==> src/dsit_map.svh <==
// Constants for the data-space decode and interrupt timing block.
// Assumes inclusion by its bare name from every design file that needs them.
`ifndef DSIT_MAP_SVH
`define DSIT_MAP_SVH

// Data-space region limits (first address past each region)
`define DSIT_REGF_END 16'h0020
`define DSIT_STDIO_END 16'h0060
`define DSIT_EXTIO_END 16'h0200
`define DSIT_ISRAM_END 16'h2200
// Short in/out instructions start at the standard I/O base
`define DSIT_IO_BASE 16'h0020
// First register-file address of the X/Y/Z pointer bytes
`define DSIT_PTR_BASE 16'h001A
`define DSIT_PTR_BYTES 6

// Register offsets on the control port
`define DSIT_XMC_OFS 8'h00
`define DSIT_SFR_OFS 8'h01
`define DSIT_STAT_OFS 8'h02
// Field positions
`define DSIT_SRE_BIT 7
`define DSIT_WS_MSB 1
`define DSIT_WS_LSB 0
`define DSIT_GIE_BIT 7
// Reset values
`define DSIT_XMC_RST 8'h00
`define DSIT_SFR_RST 8'h00
`define DSIT_PC_RST 0

// Timing counts in core clock cycles
`define DSIT_IRQ_ENTRY_CYC 5'h05
`define DSIT_VEC_JMP_CYC 5'h03
`define DSIT_SLEEP_EXTRA_CYC 5'h05
`define DSIT_RETURN_FROM_IRQ_INSTR_CYC 5'h05
`define DSIT_STK_EXT_CYC 5'h03
`define DSIT_STK_WS_MUL 5'h02
`define DSIT_EXT_ACC_CYC 5'h01
// Interrupt vectors sit two program words apart
`define DSIT_VEC_SHIFT 1

`endif

==> src/dsit_pkg.sv <==
// Types shared by the data-space decode and interrupt timing block.
// Assumes compilation before any design module that imports it.
package dsit_pkg;

    // Instruction classes reported by the core decoder
    typedef enum logic [3:0] {
        OP_ALU, OP_SEI, OP_CLI, OP_RETURN_FROM_IRQ_INSTR, OP_CALL, OP_RET, OP_LD,
        OP_ST, OP_PUSH, OP_POP, OP_IN, OP_OUT, OP_SLEEP
    } dsit_op_t;

    // Data-space regions
    typedef enum logic [2:0] {
        RG_REGF, RG_STDIO, RG_EXTIO, RG_ISRAM, RG_EXT, RG_NONE
    } dsit_region_t;

    // Pointer select and addressing mode of loads and stores
    typedef enum logic [1:0] {PTR_X, PTR_Y, PTR_Z, PTR_DIRECT} dsit_ptr_t;
    typedef enum logic [1:0] {AM_PLAIN, AM_POSTINC, AM_PREDEC, AM_DISP} dsit_mode_t;

    // Sequencer states, one-hot
    typedef enum logic [4:0] {
        ST_RUN = 5'b00001,
        ST_IRQ = 5'b00010,
        ST_JMP = 5'b00100,
        ST_SLEEP = 5'b01000,
        ST_WAKE = 5'b10000
    } dsit_state_t;

endpackage

==> src/dsit_region_dec.sv <==
// Data-space address decoder: splits a 16-bit address into its region.
// Assumes the external enable comes from the control register on the same clock.
`timescale 1ns/1ps
`include "dsit_map.svh"

module dsit_region_dec
    import dsit_pkg::*;
(
    input wire logic [15:0] addr,
    input wire logic ext_en,
    output dsit_region_t region
);

    // Regions follow each other upward; above internal SRAM only when enabled
    always_comb begin
        if (addr < `DSIT_REGF_END) begin
            region = RG_REGF;
        end else if (addr < `DSIT_STDIO_END) begin
            region = RG_STDIO;
        end else if (addr < `DSIT_EXTIO_END) begin
            region = RG_EXTIO;
        end else if (addr < `DSIT_ISRAM_END) begin
            region = RG_ISRAM;
        end else if (ext_en) begin
            region = RG_EXT;
        end else begin
            region = RG_NONE;
        end
    end

endmodule

==> src/dsit_core_timing.sv <==
// Core sequencer: interrupt entry/return timing, data-space access timing,
// pointer registers and external SRAM strobes.
// Assumes decoder, interrupt controller and stack pointer share core_clk.
//
// Function
// - After enabling interrupts, one more instruction runs before any pending one.
// - Interrupt entry lasts at least five cycles, then execution resumes at the vector.
// - The vector jump takes three cycles before the handler starts.
// - A multi-cycle instruction completes before interrupt entry begins.
// - Waking from sleep adds five cycles on top of the start-up time.
// - Interrupt return takes five cycles, pops three bytes, sets global enable.
// - Program counter is 15, 16 or 17 bits and counts 16-bit words.
// - Extended I/O from 0x060 is reachable only by loads and stores.
// - Decode: 32 register file, 64 I/O, 416 extended I/O, 8192 SRAM.
// - Enabled external memory fills the 64K space above internal SRAM.
// - Addresses above internal memory go to external SRAM with same instructions.
// - External strobes stay inactive throughout any internal access.
// - External SRAM works only when the enable bit is set.
// - Each external byte without wait states costs one extra cycle.
// - External stack adds three cycles to entry, calls and returns.
// - One to three wait states add two to four cycles per byte.
// - External stack with wait states adds five, seven or nine cycles.
// - Displacement up to 63 is added to the Y or Z pointer.
// - Registers 26 to 31 are X, Y, Z; pre-decrement and post-increment update them.
// - Direct addressing reaches the whole data space.
// - Interrupt entry clears the global interrupt enable.
// - After interrupt return one instruction runs before a pending interrupt.
// - Disabling interrupts acts at once; a same-cycle request is taken first, except in the one-instruction shadow.
`timescale 1ns/1ps
`include "dsit_map.svh"

module dsit_core_timing
    import dsit_pkg::*;
#(
    parameter int PC_W = 17,
    parameter int WAKE_CYC = 4,
    parameter int VEC_W = 6
) (
    input wire logic core_clk,
    input wire logic nrst,
    input wire logic clk_en,
    input wire logic [7:0] reg_addr,
    input wire logic [7:0] reg_wdata,
    input wire logic reg_wr,
    input wire logic reg_rd,
    output logic [7:0] reg_rdata,
    input wire logic op_valid,
    input dsit_op_t op_code,
    input wire logic [2:0] op_cycles,
    input wire logic op_words,
    input dsit_ptr_t op_ptr,
    input dsit_mode_t op_mode,
    input wire logic [5:0] op_disp,
    input wire logic [15:0] op_direct,
    input wire logic [5:0] op_io,
    input wire logic [7:0] op_wdata,
    output logic op_ready,
    input wire logic irq_req,
    input wire logic [VEC_W-1:0] irq_vec,
    output logic irq_ack,
    input wire logic [15:0] sp_addr,
    output logic sp_push3,
    output logic sp_pop3,
    input wire logic pc_load,
    input wire logic [PC_W-1:0] pc_target,
    output logic [PC_W-1:0] program_counter,
    output logic gie,
    output dsit_region_t acc_region,
    output logic [7:0] rd_data,
    output logic [15:0] ext_addr,
    input wire logic [7:0] ext_data_in,
    output logic [7:0] ext_data_out,
    output logic ext_data_oe,
    output logic ext_write_strobe_pin_n,
    output logic ext_read_strobe_pin_n
);

    dsit_state_t state;
    logic [7:0] busy_cnt;
    logic defer;
    logic from_sleep;
    logic [7:0] ext_mem_control_register;
    logic [7:0] status_flags_register;
    logic [7:0] ptr_b [`DSIT_PTR_BYTES];
    logic [2:0] ext_cnt;
    logic ext_is_rd;
    logic [7:0] ext_sync1;
    logic [7:0] ext_sync2;
    logic ext_mem_enable_bit;
    logic [4:0] ws;
    logic accept;
    logic take_irq;
    logic is_mem;
    logic is_rd;
    logic is_short;
    logic stack_op;
    logic [15:0] ptr_val;
    logic [15:0] ptr_new;
    logic [15:0] acc_addr;
    logic [15:0] ptr_off;
    dsit_region_t acc_rg;
    dsit_region_t stk_rg;
    logic data_ext;
    logic stk_ext;
    logic [4:0] stk_extra;
    logic [4:0] op_total;
    logic [4:0] irq_total;

    // Control fields
    assign ext_mem_enable_bit = ext_mem_control_register[`DSIT_SRE_BIT];
    assign ws = {3'b000, ext_mem_control_register[`DSIT_WS_MSB:`DSIT_WS_LSB]};
    assign gie = status_flags_register[`DSIT_GIE_BIT];

    // Interrupt is taken only at an instruction boundary, never while deferred
    assign take_irq = (state == ST_RUN) && (busy_cnt == 8'h00) && irq_req && gie && !defer;
    assign irq_ack = take_irq && clk_en;
    assign op_ready = (state == ST_RUN) && (busy_cnt == 8'h00) && !take_irq && clk_en;
    assign accept = op_valid && op_ready;

    // Pointer selection and effective data address
    always_comb begin
        is_short = (op_code == OP_IN) || (op_code == OP_OUT);
        is_mem = (op_code == OP_LD) || (op_code == OP_ST) || (op_code == OP_PUSH) || (op_code == OP_POP) || is_short;
        is_rd = (op_code == OP_LD) || (op_code == OP_POP) || (op_code == OP_IN);
        stack_op = (op_code == OP_CALL) || (op_code == OP_RET) || (op_code == OP_RETURN_FROM_IRQ_INSTR);
        case (op_ptr)
            PTR_X: ptr_val = {ptr_b[1], ptr_b[0]};
            PTR_Y: ptr_val = {ptr_b[3], ptr_b[2]};
            PTR_Z: ptr_val = {ptr_b[5], ptr_b[4]};
            default: ptr_val = 16'h0000;
        endcase
        ptr_new = ptr_val;
        acc_addr = ptr_val;
        ptr_off = {10'h000, op_disp};
        if (op_code == OP_PUSH || op_code == OP_POP) begin
            acc_addr = sp_addr;
        end else if (is_short) begin
            acc_addr = `DSIT_IO_BASE + {10'h000, op_io};
        end else if (op_ptr == PTR_DIRECT) begin
            acc_addr = op_direct;
        end else begin
            case (op_mode)
                AM_POSTINC: ptr_new = ptr_val + 16'h0001;
                AM_PREDEC: begin
                    ptr_new = ptr_val - 16'h0001;
                    acc_addr = ptr_new;
                end
                AM_DISP: begin
                    if (op_ptr != PTR_X) begin
                        acc_addr = ptr_val + ptr_off;
                    end
                end
                default: acc_addr = ptr_val;
            endcase
        end
    end

    // Region decode of the data access and of the stack
    dsit_region_dec u_acc_dec (
        .addr(acc_addr),
        .ext_en(ext_mem_enable_bit),
        .region(acc_rg)
    );
    dsit_region_dec u_stk_dec (
        .addr(sp_addr),
        .ext_en(ext_mem_enable_bit),
        .region(stk_rg)
    );

    // Cycle cost of the accepted instruction and of interrupt entry
    always_comb begin
        data_ext = is_mem && !is_short && (acc_rg == RG_EXT);
        stk_ext = (stk_rg == RG_EXT);
        stk_extra = stk_ext ? 5'(`DSIT_STK_EXT_CYC + `DSIT_STK_WS_MUL * ws) : 5'h00;
        op_total = (op_code == OP_RETURN_FROM_IRQ_INSTR) ? `DSIT_RETURN_FROM_IRQ_INSTR_CYC : {2'b00, op_cycles};
        if (data_ext) begin
            op_total = 5'(op_total + `DSIT_EXT_ACC_CYC + ws);
        end
        if (stack_op) begin
            op_total = 5'(op_total + stk_extra);
        end
        if (op_total == 5'h00) begin
            op_total = 5'h01;
        end
        irq_total = 5'(`DSIT_IRQ_ENTRY_CYC + stk_extra);
        if (from_sleep) begin
            irq_total = 5'(irq_total + `DSIT_SLEEP_EXTRA_CYC);
        end
    end

    // Sequencer: run, entry, vector jump, sleep and wake-up
    always_ff @(posedge core_clk or negedge nrst) begin
        if (!nrst) begin
            state <= ST_RUN;
            busy_cnt <= 8'h00;
        end else if (clk_en) begin
            case (state)
                ST_RUN: begin
                    if (take_irq) begin
                        state <= ST_IRQ;
                        busy_cnt <= {3'b000, 5'(irq_total - 5'h01)};
                    end else if (accept && op_code == OP_SLEEP) begin
                        state <= ST_SLEEP;
                    end else if (accept) begin
                        busy_cnt <= {3'b000, 5'(op_total - 5'h01)};
                    end else if (busy_cnt != 8'h00) begin
                        busy_cnt <= busy_cnt - 8'h01;
                    end
                end
                ST_IRQ: begin
                    if (busy_cnt == 8'h00) begin
                        state <= ST_JMP;
                        busy_cnt <= {3'b000, 5'(`DSIT_VEC_JMP_CYC - 5'h01)};
                    end else begin
                        busy_cnt <= busy_cnt - 8'h01;
                    end
                end
                ST_JMP: begin
                    if (busy_cnt == 8'h00) begin
                        state <= ST_RUN;
                    end else begin
                        busy_cnt <= busy_cnt - 8'h01;
                    end
                end
                ST_SLEEP: begin
                    if (irq_req) begin
                        state <= ST_WAKE;
                        busy_cnt <= 8'(WAKE_CYC - 1);
                    end
                end
                ST_WAKE: begin
                    if (busy_cnt == 8'h00) begin
                        state <= ST_RUN;
                    end else begin
                        busy_cnt <= busy_cnt - 8'h01;
                    end
                end
                default: begin
                    state <= ST_RUN;
                    busy_cnt <= 8'h00;
                end
            endcase
        end
    end

    // Remembers a wake-up until the entry that it lengthens starts
    always_ff @(posedge core_clk or negedge nrst) begin
        if (!nrst) begin
            from_sleep <= 1'b0;
        end else if (clk_en) begin
            if (state == ST_SLEEP && irq_req) begin
                from_sleep <= 1'b1;
            end else if (take_irq || accept) begin
                from_sleep <= 1'b0;
            end
        end
    end

    // One-instruction shadow after enabling interrupts or returning
    always_ff @(posedge core_clk or negedge nrst) begin
        if (!nrst) begin
            defer <= 1'b0;
        end else if (clk_en) begin
            if (accept && (op_code == OP_SEI || op_code == OP_RETURN_FROM_IRQ_INSTR)) begin
                defer <= 1'b1;
            end else if (reg_wr && reg_addr == `DSIT_SFR_OFS && reg_wdata[`DSIT_GIE_BIT] && !gie) begin
                defer <= 1'b1;
            end else if (accept) begin
                defer <= 1'b0;
            end
        end
    end

    // Status flags: bus write, then instruction effects, entry clear last
    always_ff @(posedge core_clk or negedge nrst) begin
        if (!nrst) begin
            status_flags_register <= `DSIT_SFR_RST;
        end else if (clk_en) begin
            if (reg_wr && reg_addr == `DSIT_SFR_OFS) begin
                status_flags_register <= reg_wdata;
            end
            if (accept && (op_code == OP_SEI || op_code == OP_RETURN_FROM_IRQ_INSTR)) begin
                status_flags_register[`DSIT_GIE_BIT] <= 1'b1;
            end
            if (accept && op_code == OP_CLI) begin
                status_flags_register[`DSIT_GIE_BIT] <= 1'b0;
            end
            if (take_irq) begin
                status_flags_register[`DSIT_GIE_BIT] <= 1'b0;
            end
        end
    end

    // External memory control: enable bit and wait-state field
    always_ff @(posedge core_clk or negedge nrst) begin
        if (!nrst) begin
            ext_mem_control_register <= `DSIT_XMC_RST;
        end else if (clk_en && reg_wr && reg_addr == `DSIT_XMC_OFS) begin
            ext_mem_control_register <= reg_wdata;
        end
    end

    // Register read port, data valid one cycle after the strobe
    always_ff @(posedge core_clk or negedge nrst) begin
        if (!nrst) begin
            reg_rdata <= 8'h00;
        end else if (clk_en) begin
            reg_rdata <= 8'h00;
            if (reg_rd) begin
                case (reg_addr)
                    `DSIT_XMC_OFS: reg_rdata <= ext_mem_control_register;
                    `DSIT_SFR_OFS: reg_rdata <= status_flags_register;
                    `DSIT_STAT_OFS: reg_rdata <= {defer, busy_cnt != 8'h00, state, ext_cnt != 3'h0};
                    default: reg_rdata <= 8'h00;
                endcase
            end
        end
    end

    // Pointer bytes: auto-update and direct stores to addresses 26..31
    always_ff @(posedge core_clk or negedge nrst) begin
        if (!nrst) begin
            for (int i = 0; i < `DSIT_PTR_BYTES; i++) begin
                ptr_b[i] <= 8'h00;
            end
        end else if (clk_en && accept) begin
            if ((op_code == OP_LD || op_code == OP_ST) && op_ptr != PTR_DIRECT &&
                (op_mode == AM_POSTINC || op_mode == AM_PREDEC)) begin
                ptr_b[{op_ptr, 1'b0}] <= ptr_new[7:0];
                ptr_b[{op_ptr, 1'b1}] <= ptr_new[15:8];
            end
            if (op_code == OP_ST && acc_addr >= `DSIT_PTR_BASE && acc_addr < `DSIT_REGF_END) begin
                ptr_b[3'(acc_addr - `DSIT_PTR_BASE)] <= op_wdata;
            end
        end
    end

    // Program counter in words: advance, load, or vector on entry
    always_ff @(posedge core_clk or negedge nrst) begin
        if (!nrst) begin
            program_counter <= PC_W'(`DSIT_PC_RST);
        end else if (clk_en) begin
            if (accept) begin
                program_counter <= program_counter + PC_W'(1) + PC_W'(op_words);
            end
            if (pc_load) begin
                program_counter <= pc_target;
            end
            if (take_irq) begin
                program_counter <= PC_W'(irq_vec) << `DSIT_VEC_SHIFT;
            end
        end
    end

    // Three-byte stack moves for entry, calls and returns
    always_ff @(posedge core_clk or negedge nrst) begin
        if (!nrst) begin
            sp_push3 <= 1'b0;
            sp_pop3 <= 1'b0;
        end else if (clk_en) begin
            sp_push3 <= take_irq || (accept && op_code == OP_CALL);
            sp_pop3 <= accept && (op_code == OP_RET || op_code == OP_RETURN_FROM_IRQ_INSTR);
        end
    end

    // External access window and strobes, stretched by sampled wait states
    always_ff @(posedge core_clk or negedge nrst) begin
        if (!nrst) begin
            ext_cnt <= 3'h0;
            ext_is_rd <= 1'b0;
            ext_addr <= 16'h0000;
            ext_data_out <= 8'h00;
            ext_data_oe <= 1'b0;
            ext_write_strobe_pin_n <= 1'b1;
            ext_read_strobe_pin_n <= 1'b1;
        end else if (clk_en) begin
            if (accept && data_ext) begin
                ext_cnt <= 3'(`DSIT_EXT_ACC_CYC + ws);
                ext_is_rd <= is_rd;
                ext_addr <= acc_addr;
                ext_data_out <= op_wdata;
                ext_data_oe <= !is_rd;
                ext_write_strobe_pin_n <= is_rd;
                ext_read_strobe_pin_n <= !is_rd;
            end else if (ext_cnt != 3'h0) begin
                ext_cnt <= ext_cnt - 3'h1;
                if (ext_cnt == 3'h1) begin
                    ext_data_oe <= 1'b0;
                    ext_write_strobe_pin_n <= 1'b1;
                    ext_read_strobe_pin_n <= 1'b1;
                end
            end
        end
    end

    // Read data pins pass two flip-flops before use
    always_ff @(posedge core_clk or negedge nrst) begin
        if (!nrst) begin
            ext_sync1 <= 8'h00;
            ext_sync2 <= 8'h00;
        end else if (clk_en) begin
            ext_sync1 <= ext_data_in;
            ext_sync2 <= ext_sync1;
        end
    end

    // Load result and region of the last access
    always_ff @(posedge core_clk or negedge nrst) begin
        if (!nrst) begin
            rd_data <= 8'h00;
            acc_region <= RG_NONE;
        end else if (clk_en) begin
            if (accept && is_mem) begin
                acc_region <= acc_rg;
                if (is_rd && acc_addr >= `DSIT_PTR_BASE && acc_addr < `DSIT_REGF_END) begin
                    rd_data <= ptr_b[3'(acc_addr - `DSIT_PTR_BASE)];
                end
            end else if (ext_cnt == 3'h1 && ext_is_rd) begin
                rd_data <= ext_sync2;
            end
        end
    end

    a_sei_defer: assert property (
        @(posedge core_clk) disable iff (!nrst || !clk_en)
        (accept && op_code == OP_SEI) |=> !irq_ack)
        else $error("interrupt taken right after enable");
    a_entry_len: assert property (
        @(posedge core_clk) disable iff (!nrst || !clk_en)
        irq_ack |=> (state == ST_IRQ) [*5])
        else $error("entry shorter than five cycles");
    a_vec_jump: assert property (
        @(posedge core_clk) disable iff (!nrst || !clk_en)
        $rose(state == ST_JMP) |-> (state == ST_JMP) [*3] ##1 (state == ST_RUN))
        else $error("vector jump not three cycles");
    a_multi_done: assert property (
        @(posedge core_clk) disable iff (!nrst)
        irq_ack |-> busy_cnt == 8'h00 && $past(busy_cnt) <= 8'h01)
        else $error("entry began inside an instruction");
    a_wake_extra: assert property (
        @(posedge core_clk) disable iff (!nrst || !clk_en)
        (irq_ack && from_sleep) |=> (state == ST_IRQ) [*8])
        else $error("wake entry not lengthened");
    a_return_from_irq_instr_len: assert property (
        @(posedge core_clk) disable iff (!nrst || !clk_en)
        (accept && op_code == OP_RETURN_FROM_IRQ_INSTR && !stk_ext) |=> gie && sp_pop3 && !op_ready ##1 !op_ready [*3] ##1 op_ready)
        else $error("return not five cycles");
    a_short_io: assert property (
        @(posedge core_clk) disable iff (!nrst)
        (accept && is_short) |-> acc_addr < `DSIT_STDIO_END)
        else $error("short io reached extended io");
    a_int_strobe: assert property (
        @(posedge core_clk) disable iff (!nrst || !clk_en)
        (accept && is_mem && acc_rg != RG_EXT && ext_cnt <= 3'h1) |=>
        ext_read_strobe_pin_n && ext_write_strobe_pin_n)
        else $error("strobe active on internal access");
    a_ws_two: assert property (
        @(posedge core_clk) disable iff (!nrst || !clk_en)
        (accept && data_ext && is_rd && ws == 5'h02) |=> !ext_read_strobe_pin_n [*3] ##1 ext_read_strobe_pin_n)
        else $error("two wait states not three cycles");
    a_cli_now: assert property (
        @(posedge core_clk) disable iff (!nrst || !clk_en)
        (accept && op_code == OP_CLI) |=> !gie && !irq_ack)
        else $error("interrupt after disable");

endmodule

==> config.mk <==
export PLATFORM = sky130hd
export DESIGN_NAME = dsit_core_timing
export DESIGN_NICKNAME = d
export VERILOG_FILES = /design/src/dsit_pkg.sv /design/src/dsit_region_dec.sv /design/src/dsit_core_timing.sv
export VERILOG_INCLUDE_DIRS = /design/src
export SDC_FILE = /design/constraint.sdc
export NUM_CORES = 1
export LEC_CHECK = 0
export BUFFER_PORTS_ARGS = -buffer_cell sky130_fd_sc_hd__buf_2
export CAP_MARGIN = 25
export CORE_MARGIN = 2
export CORE_UTILIZATION = 50
export CTS_CLUSTER_DIAMETER = 120
export CTS_CLUSTER_SIZE = 16
export DETAILED_ROUTE_END_ITERATION = 12
export HOLD_SLACK_MARGIN = 0.03
export PLACE_DENSITY = 0.71
export SLEW_MARGIN = 5
export SYNTH_ARGS = -nofsm -noshare
export SYNTH_HDL_FRONTEND = slang
export SYNTH_SLANG_ARGS = --single-unit
==> constraint.sdc <==
create_clock -name core_clk -period 10.9 [get_ports core_clk]
set_input_delay 1.09 -clock core_clk [delete_from_list [all_inputs] [get_ports core_clk]]
set_output_delay 1.09 -clock core_clk [all_outputs]
set_load 0.01 [all_outputs]
* After elaboration in Yosys (flattened, before gate mapping)
Cells that the tools add are included.
Storage, ports and cells: output and inout port bits 68, register bits 164, bits of input ports 119, logic and storage cells 262
Operators by class: magnitude comparators 15, muxes and demuxes 80, bitwise gates (word level) 3, reduce and logical (&&, ||, !) cells 81, add/sub/neg operators 18, equality and inequality tests 37
Operator list (count):
- $bwmux W48 | 3
- $mux W48 | 3
- $mux W8 | 17
- $mux W16 | 7
- $demux W8 S3 | 3
- $pmux W16 S2 | 2
- $mux W17 | 3
- $pmux W16 S3 | 1
- $mux W5 | 9
- $logic_and A1 B1 Y1 | 34
- $mux W3 | 11
- $lt A16 B10 Y1 const B | 2
- $lt A16 B14 Y1 const B | 2
- $lt A16 B6 Y1 const B | 2
- $lt A16 B7 Y1 const B | 2
- $pmux W8 S4 | 1
- $bmux W8 S3 | 1
- $pmux W8 S3 | 1
- $eq A4 B4 Y1 const B | 5
- $pmux W5 S4 | 1
- $add A17 B1 Y17 | 1
- $add A17 B1 Y17 const B | 1
- $add A16 B1 Y16 const B | 1
- $add A16 B6 Y16 | 1
- 51 further kinds | 120

* Depth between registers and ports, before layout
depth after elaboration 25, mapped depth 30, gate-level depth less buffers 27

* Cells and area by module
From an unflattened synthesis, not the netlist that was laid out.
Unflattened totals: cells, all modules 1510, area, all modules 12386.9 µm²
By module, submodules not included:
- dsit_core_timing | times used 1, cells each 1492, area each 12259.3 µm², seq. area each 4110.2 µm²
- dsit_region_dec | times used 2, cells each 9, area each 63.8 µm², seq. area each 0.0 µm²

* Worst setup path after synthesis
No wires, ideal clock.
path type in2reg, from input port op_ptr[0], to register busy_cnt[1], data required time 10.766 ns, arrival time 6.515 ns, path slack 4.251 ns, stages 29, path buffers 3, setup time 0.134 ns, cells stage by stage buf_6 > buf_12 > mux2i_1 > o2bb2ai_1 > clkbuf_1 > ha_1 > a21oi_1 > a22oi_1 > nand4_1 > nor3_1 > a31oi_1 > o41ai_1 > nor3_4 > o22ai_4 > mux2i_1 > ha_1 > inv_1 > fa_1 > inv_1 > o21ai_0 > nand2_1 > nor3_1 > a31oi_1 > ha_1 > nand2_1 > o21ai_0 > o221ai_1 > a21oi_1 > o21ai_0
On the way: cells in the longest elaborated chain, start to end 25, elaborated cells between the ends (all ways) 33, those cells by class add/sub: 4; order compare: 4; eq/ne: 4; mux: 17; reduce/logical: 4
RTL lines:
- start, declared | RTL line dsit_core_timing.sv:51 | input dsit_ptr_t op_ptr,
- $eq A2 B2 Y1, or another cell as far along | RTL line dsit_core_timing.sv:126 | case (op_ptr)
- $pmux W16 S3 | RTL line dsit_core_timing.sv:126
- $add A16 B6 Y16 | RTL line dsit_core_timing.sv:150 | acc_addr = ptr_val + ptr_off;
- $mux W16 | RTL line dsit_core_timing.sv:149 | if (op_ptr != PTR_X) begin
- $pmux W16 S2 | RTL line dsit_core_timing.sv:142 | case (op_mode)
- $mux W16 * | RTL line dsit_core_timing.sv:139 | end else if (op_ptr == PTR_DIRECT) begin
- $mux W16 * | RTL line dsit_core_timing.sv:137 | end else if (is_short) begin
- $mux W16 * | RTL line dsit_core_timing.sv:135 | if (op_code == OP_PUSH || op_code == OP_POP) begin
- (+9 left out)
- $mux W5 * | RTL line dsit_core_timing.sv:179 | if (stack_op) begin
- $logic_not A5 Y1 | RTL line dsit_core_timing.sv:182 | if (op_total == 5'h00) begin
- $mux W5 * | RTL line dsit_core_timing.sv:182
- $sub A5 B1 Y5 * | RTL line dsit_core_timing.sv:205 | busy_cnt <= {3'b000, 5'(op_total - 5'h01)};
- $mux W8 * | RTL line dsit_core_timing.sv:204 | end else if (accept) begin
- $mux W8 * | RTL line dsit_core_timing.sv:202 | end else if (accept && op_code == OP_SLEEP) begin
- $mux W8 * | RTL line dsit_core_timing.sv:199 | if (take_irq) begin
- $pmux W8 S4 * | RTL line dsit_core_timing.sv:197 | case (state)
- end signal, assigned | RTL line dsit_core_timing.sv:201 | busy_cnt <= {3'b000, 5'(irq_total - 5'h01)};
- end signal, assigned | RTL line dsit_core_timing.sv:205
- end signal, assigned | RTL line dsit_core_timing.sv:207 | busy_cnt <= busy_cnt - 8'h01;
- end, declared | RTL line dsit_core_timing.sv:79 | logic [7:0] busy_cnt;
Every way passes the cells marked *; elsewhere a longest branch is shown, timed or not. The select of a mux whose other input is x is not followed. A chain may end at the register's enable or synchronous reset.

* Worst setup path after layout
from input port op_ptr[1], to register busy_cnt[1]
Same word-level chain as after synthesis.

==> impl_metrics.yaml <==
floorplanning:
  fp.dieArea_um2: 26940
  start_util_pct: 50.91
  rows: 58
  core_area_um2: 25180
  die_h_um: 164.1
  die_w_um: 164.1
  io_pins: 187
critical_path:
  crit_family: "compound AO/OA/AOI/OAI gates"
  cpPeakStageDelay_ns: 0.83
  crit_path_start_kind: "input port"
  crit_start: "op_ptr[1]"
  arrival_ns: 8.51
  r2r-start: "ptr_b[44]$_DFFE_PN0P_"
  r2r_cells: 26
  path_class: "input port to flip-flop"
  end_kind: "flip-flop"
  cp_slowest_cell: "o41ai_1"
  rrSetupSlack_ns: 3.70
  worst-path-buf-inv: 3
  required_ns: 11.22
  endpoint: "busy_cnt[1]$_DFFE_PN0P_"
  path_depth: 27
  crit_fanout: 45
  reg2reg_to: "busy_cnt[1]$_DFFE_PN0P_"
placed_design:
  numPortBuffers: 186
  place_congestion: 0.9668
  hpwlAfterDp_um: 32010
  placed_cells: 1955
synth:
  synth_xor_area_share_pct: 2.323
  netlist.area_leader.share_pct: 31.04
  syn_inst: 1511
  syn_area_um2: 12820
  yosys.area_share.simple_pct: 21.61
  synth.ff_latch_count: 164
  synthTopCellsByArea: "dfrtp_1, mux2i_1, o21ai_0"
  synthAdderAreaFrac_pct: 3.240
  synth-main-ff-cell: "dfrtp_1"
  yosysTopAreaCell: "dfrtp_1"
  synth_compound_area_share_pct: 24.58
  synth_top_family_by_area: "compound AO/OA/AOI/OAI gates"
  muxShareOfSynthArea_pct: 11.72
  postSynthNetCount: 1662
  async_reset_ff_share_pct: 100.0
  synth_edf_count: 0
  ys_types: 92
  ys_seq_area_share_pct: 32.06
  ys_warn_count: 0
  avgSynthCellArea_um2: 8.484
global_route:
  groute.usage.overall_pct: 31.68
  grt_pass1_wl_um: 66100
  overflow: 0
  grt_max_degree: 70
  grt_pass1_vias: 11660
  grt_antenna_before_repair: 0
cts:
  cts_sinks: 164
  htree_levels: 4
  cts.clk_slew.worst_paths_ns: 0.08
  cts_root_buf: "clkbuf_16"
  post_cts_buffers: 0
  cts_buffers: 17
  clockBufferDepth: 2
  cts_tree: "done"
  cts_resized: 0
  insertion_delay_ns: 0.45
  ctsHoldBuffers: 0
timing:
  final_max_slew_viol_count: 0
  skew_ns: 0.01501
  fin_crit_sh_pct: 75.14
  fmax_mhz: 122.1
  finalCriticalPeriod_ns: 8.191
  relSlewSlack_pct: 33.37
  finalSetupViolations: 0
  setup_tns_ns: 0
  worst_pin_slew_ns: 0.9994
  rsz0062_at_grt: "no"
  finalHoldViolations: 0
route:
  drt_iter0_markers: 1451
  wl_per_cell_um: 21.47
  wl_um: 42670
  postRouteAntennaNets: 0
  vias: 12640
  viasPerCell: 6.359
  drt-pass1-iter-count: 5
  route.detailed.drc: 0
run_status:
  status: "complete, no violations"
power_and_ir_drop:
  leakage_uw: 0.006515
  ir_drop_uv: 86.59
  power_density_nw_per_um2: 147.3
  power_uw: 2141
finish:
  final_common_cell: "buf_2"
  diodes: 0
  fin_nets: 1795
  final_layout_size_suffix_gt1_share_pct: 21.97
  layout_common_cells: "buf_2, nand2_1, dfrtp_1"
  stdcell_count: 1987
  area_delta_synth_final_pct: 13.36
  nFillCells: 2272
hold_path:
  worst_hold_path_type: "flip-flop to flip-flop"
job:
  drv_cap: 0
[Yosys cell counts, drive strengths merged (9+ instances only)]
| master | instances |
|---|---|
| a211oi | 15 |
| nand4 | 15 |
| o21a | 18 |
| a21oi | 114 |
| nor2b | 21 |
| and3 | 20 |
| dfrtp | 159 |
| nor2 | 140 |
| and2 | 18 |
| clkbuf | 65 |
| or3 | 14 |
| nor4 | 26 |
| xor2 | 9 |
| nor3 | 38 |
| ha | 30 |
| buf | 27 |
| o21ai | 139 |
| a31oi | 16 |
| nand2b | 14 |
| inv | 35 |
| o2bb2ai | 28 |
| nand3b | 9 |
| nand3 | 34 |
| a221o | 10 |
| a2bb2oi | 28 |
| nand2 | 173 |
| xnor2 | 25 |
| mux2i | 71 |
| mux2 | 54 |
| a22oi | 24 |
[worst reg2reg max path: cells and delay by family (launching register included)]
family | cells | cell delay (ns)
DFF | 1 | 0.58
and+or+nand+nor | 6 | 1.19
buffers and inverters | 2 | 0.10
adders and majority gates | 4 | 1.42
AOI/OAI and AO/OA | 12 | 3.31
muxes | 2 | 0.48
[per-stage QoR]
stage          setup WS, ns  instance area (um2)  util, %  hold slack, ns
2_1_floorplan         4.251                12820        -          0.4359
3_3_place_gp          2.820                13910    55.22          0.4554
3_5_place_dp          2.535                13910    55.22          0.4596
4_1_cts               2.911                14530    57.71          0.4771
5_1_grt               2.154                14530    57.71          0.4951
6_report              2.709                14530    57.71          0.4757
[worst min path at each step]
| stage | startpoint | to | slack (ns) | cells after the start |
|---|---|---|---|---|
| 6_report | busy_cnt[7]$_DFFE_PN0P_ | busy_cnt[7]$_DFFE_PN0P_ | 0.48 | 1 |
| 2_1_floorplan | busy_cnt[7]$_DFFE_PN0P_ | busy_cnt[7]$_DFFE_PN0P_ | 0.44 | 1 |
| 5_1_grt | acc_region[2]$_DFFE_PN1P_ | acc_region[2]$_DFFE_PN1P_ | 0.50 | 2 |
| 3_3_place_gp | ext_addr[2]$_DFFE_PN0P_ | ext_addr[2]$_DFFE_PN0P_ | 0.46 | 2 |
| 4_1_cts | busy_cnt[7]$_DFFE_PN0P_ | busy_cnt[7]$_DFFE_PN0P_ | 0.48 | 1 |
| 3_5_place_dp | busy_cnt[7]$_DFFE_PN0P_ | busy_cnt[7]$_DFFE_PN0P_ | 0.46 | 1 |
[where the power goes]
group	switching (uW)	leakage (uW)	total (uW)	internal, uW
combinational	446	0.00410	723	277
clock	324	0.000302	641	316
sequential	87.1	0.00212	778	691
[final cells by class]
| class | instances | area, um2 | share of cell area [%] |
|---|---|---|---|
| Multi-Input combinational cell | 1218 | 8157 | 56.13 |
| Clock inverter | 15 | 201.4 | 1.386 |
| Timing Repair Buffer | 206 | 1087 | 7.482 |
| Clock buffer | 17 | 425.4 | 2.927 |
| Inverter | 37 | 138.9 | 0.9557 |
| Tap cell | 330 | 412.9 | 2.841 |
| Sequential cell | 164 | 4110 | 28.28 |
[cells by family (layout without fill, tap and decap cells)]
logic type | Yosys count | count (layout)
multiplexers | 133 | 133
buffers and inverters | 129 | 275
AND/OR/NAND/NOR | 550 | 550
AO/OA/AOI/OAI | 469 | 469
adder cells (fa/ha/maj) | 32 | 32
flip-flops | 164 | 164
XOR/XNOR | 34 | 34
[per-layer routing]
layer	GRT usage, %	part of all wire (%)	up-vias
met5	0	0	-
met4	11.40	3.2	0
met3	6.162	11	90
met2	45.61	42	713
met1	46.96	44	6002
li1	-	-	5830
[registers in the layout, summed over array words and instances, names as in the netlist, 3 cells and up]
register	flops
ext_addr	16
ptr_b	48
rd_data	8
ext_data_out	8
ext_sync1	8
status_flags_register	8
acc_region	3
program_counter	17
ext_mem_control_register	8
reg_rdata	8
ext_sync2	8
ext_cnt	3
state	5
busy_cnt	8
No activity file was read; power rests on OpenSTA's default activity.
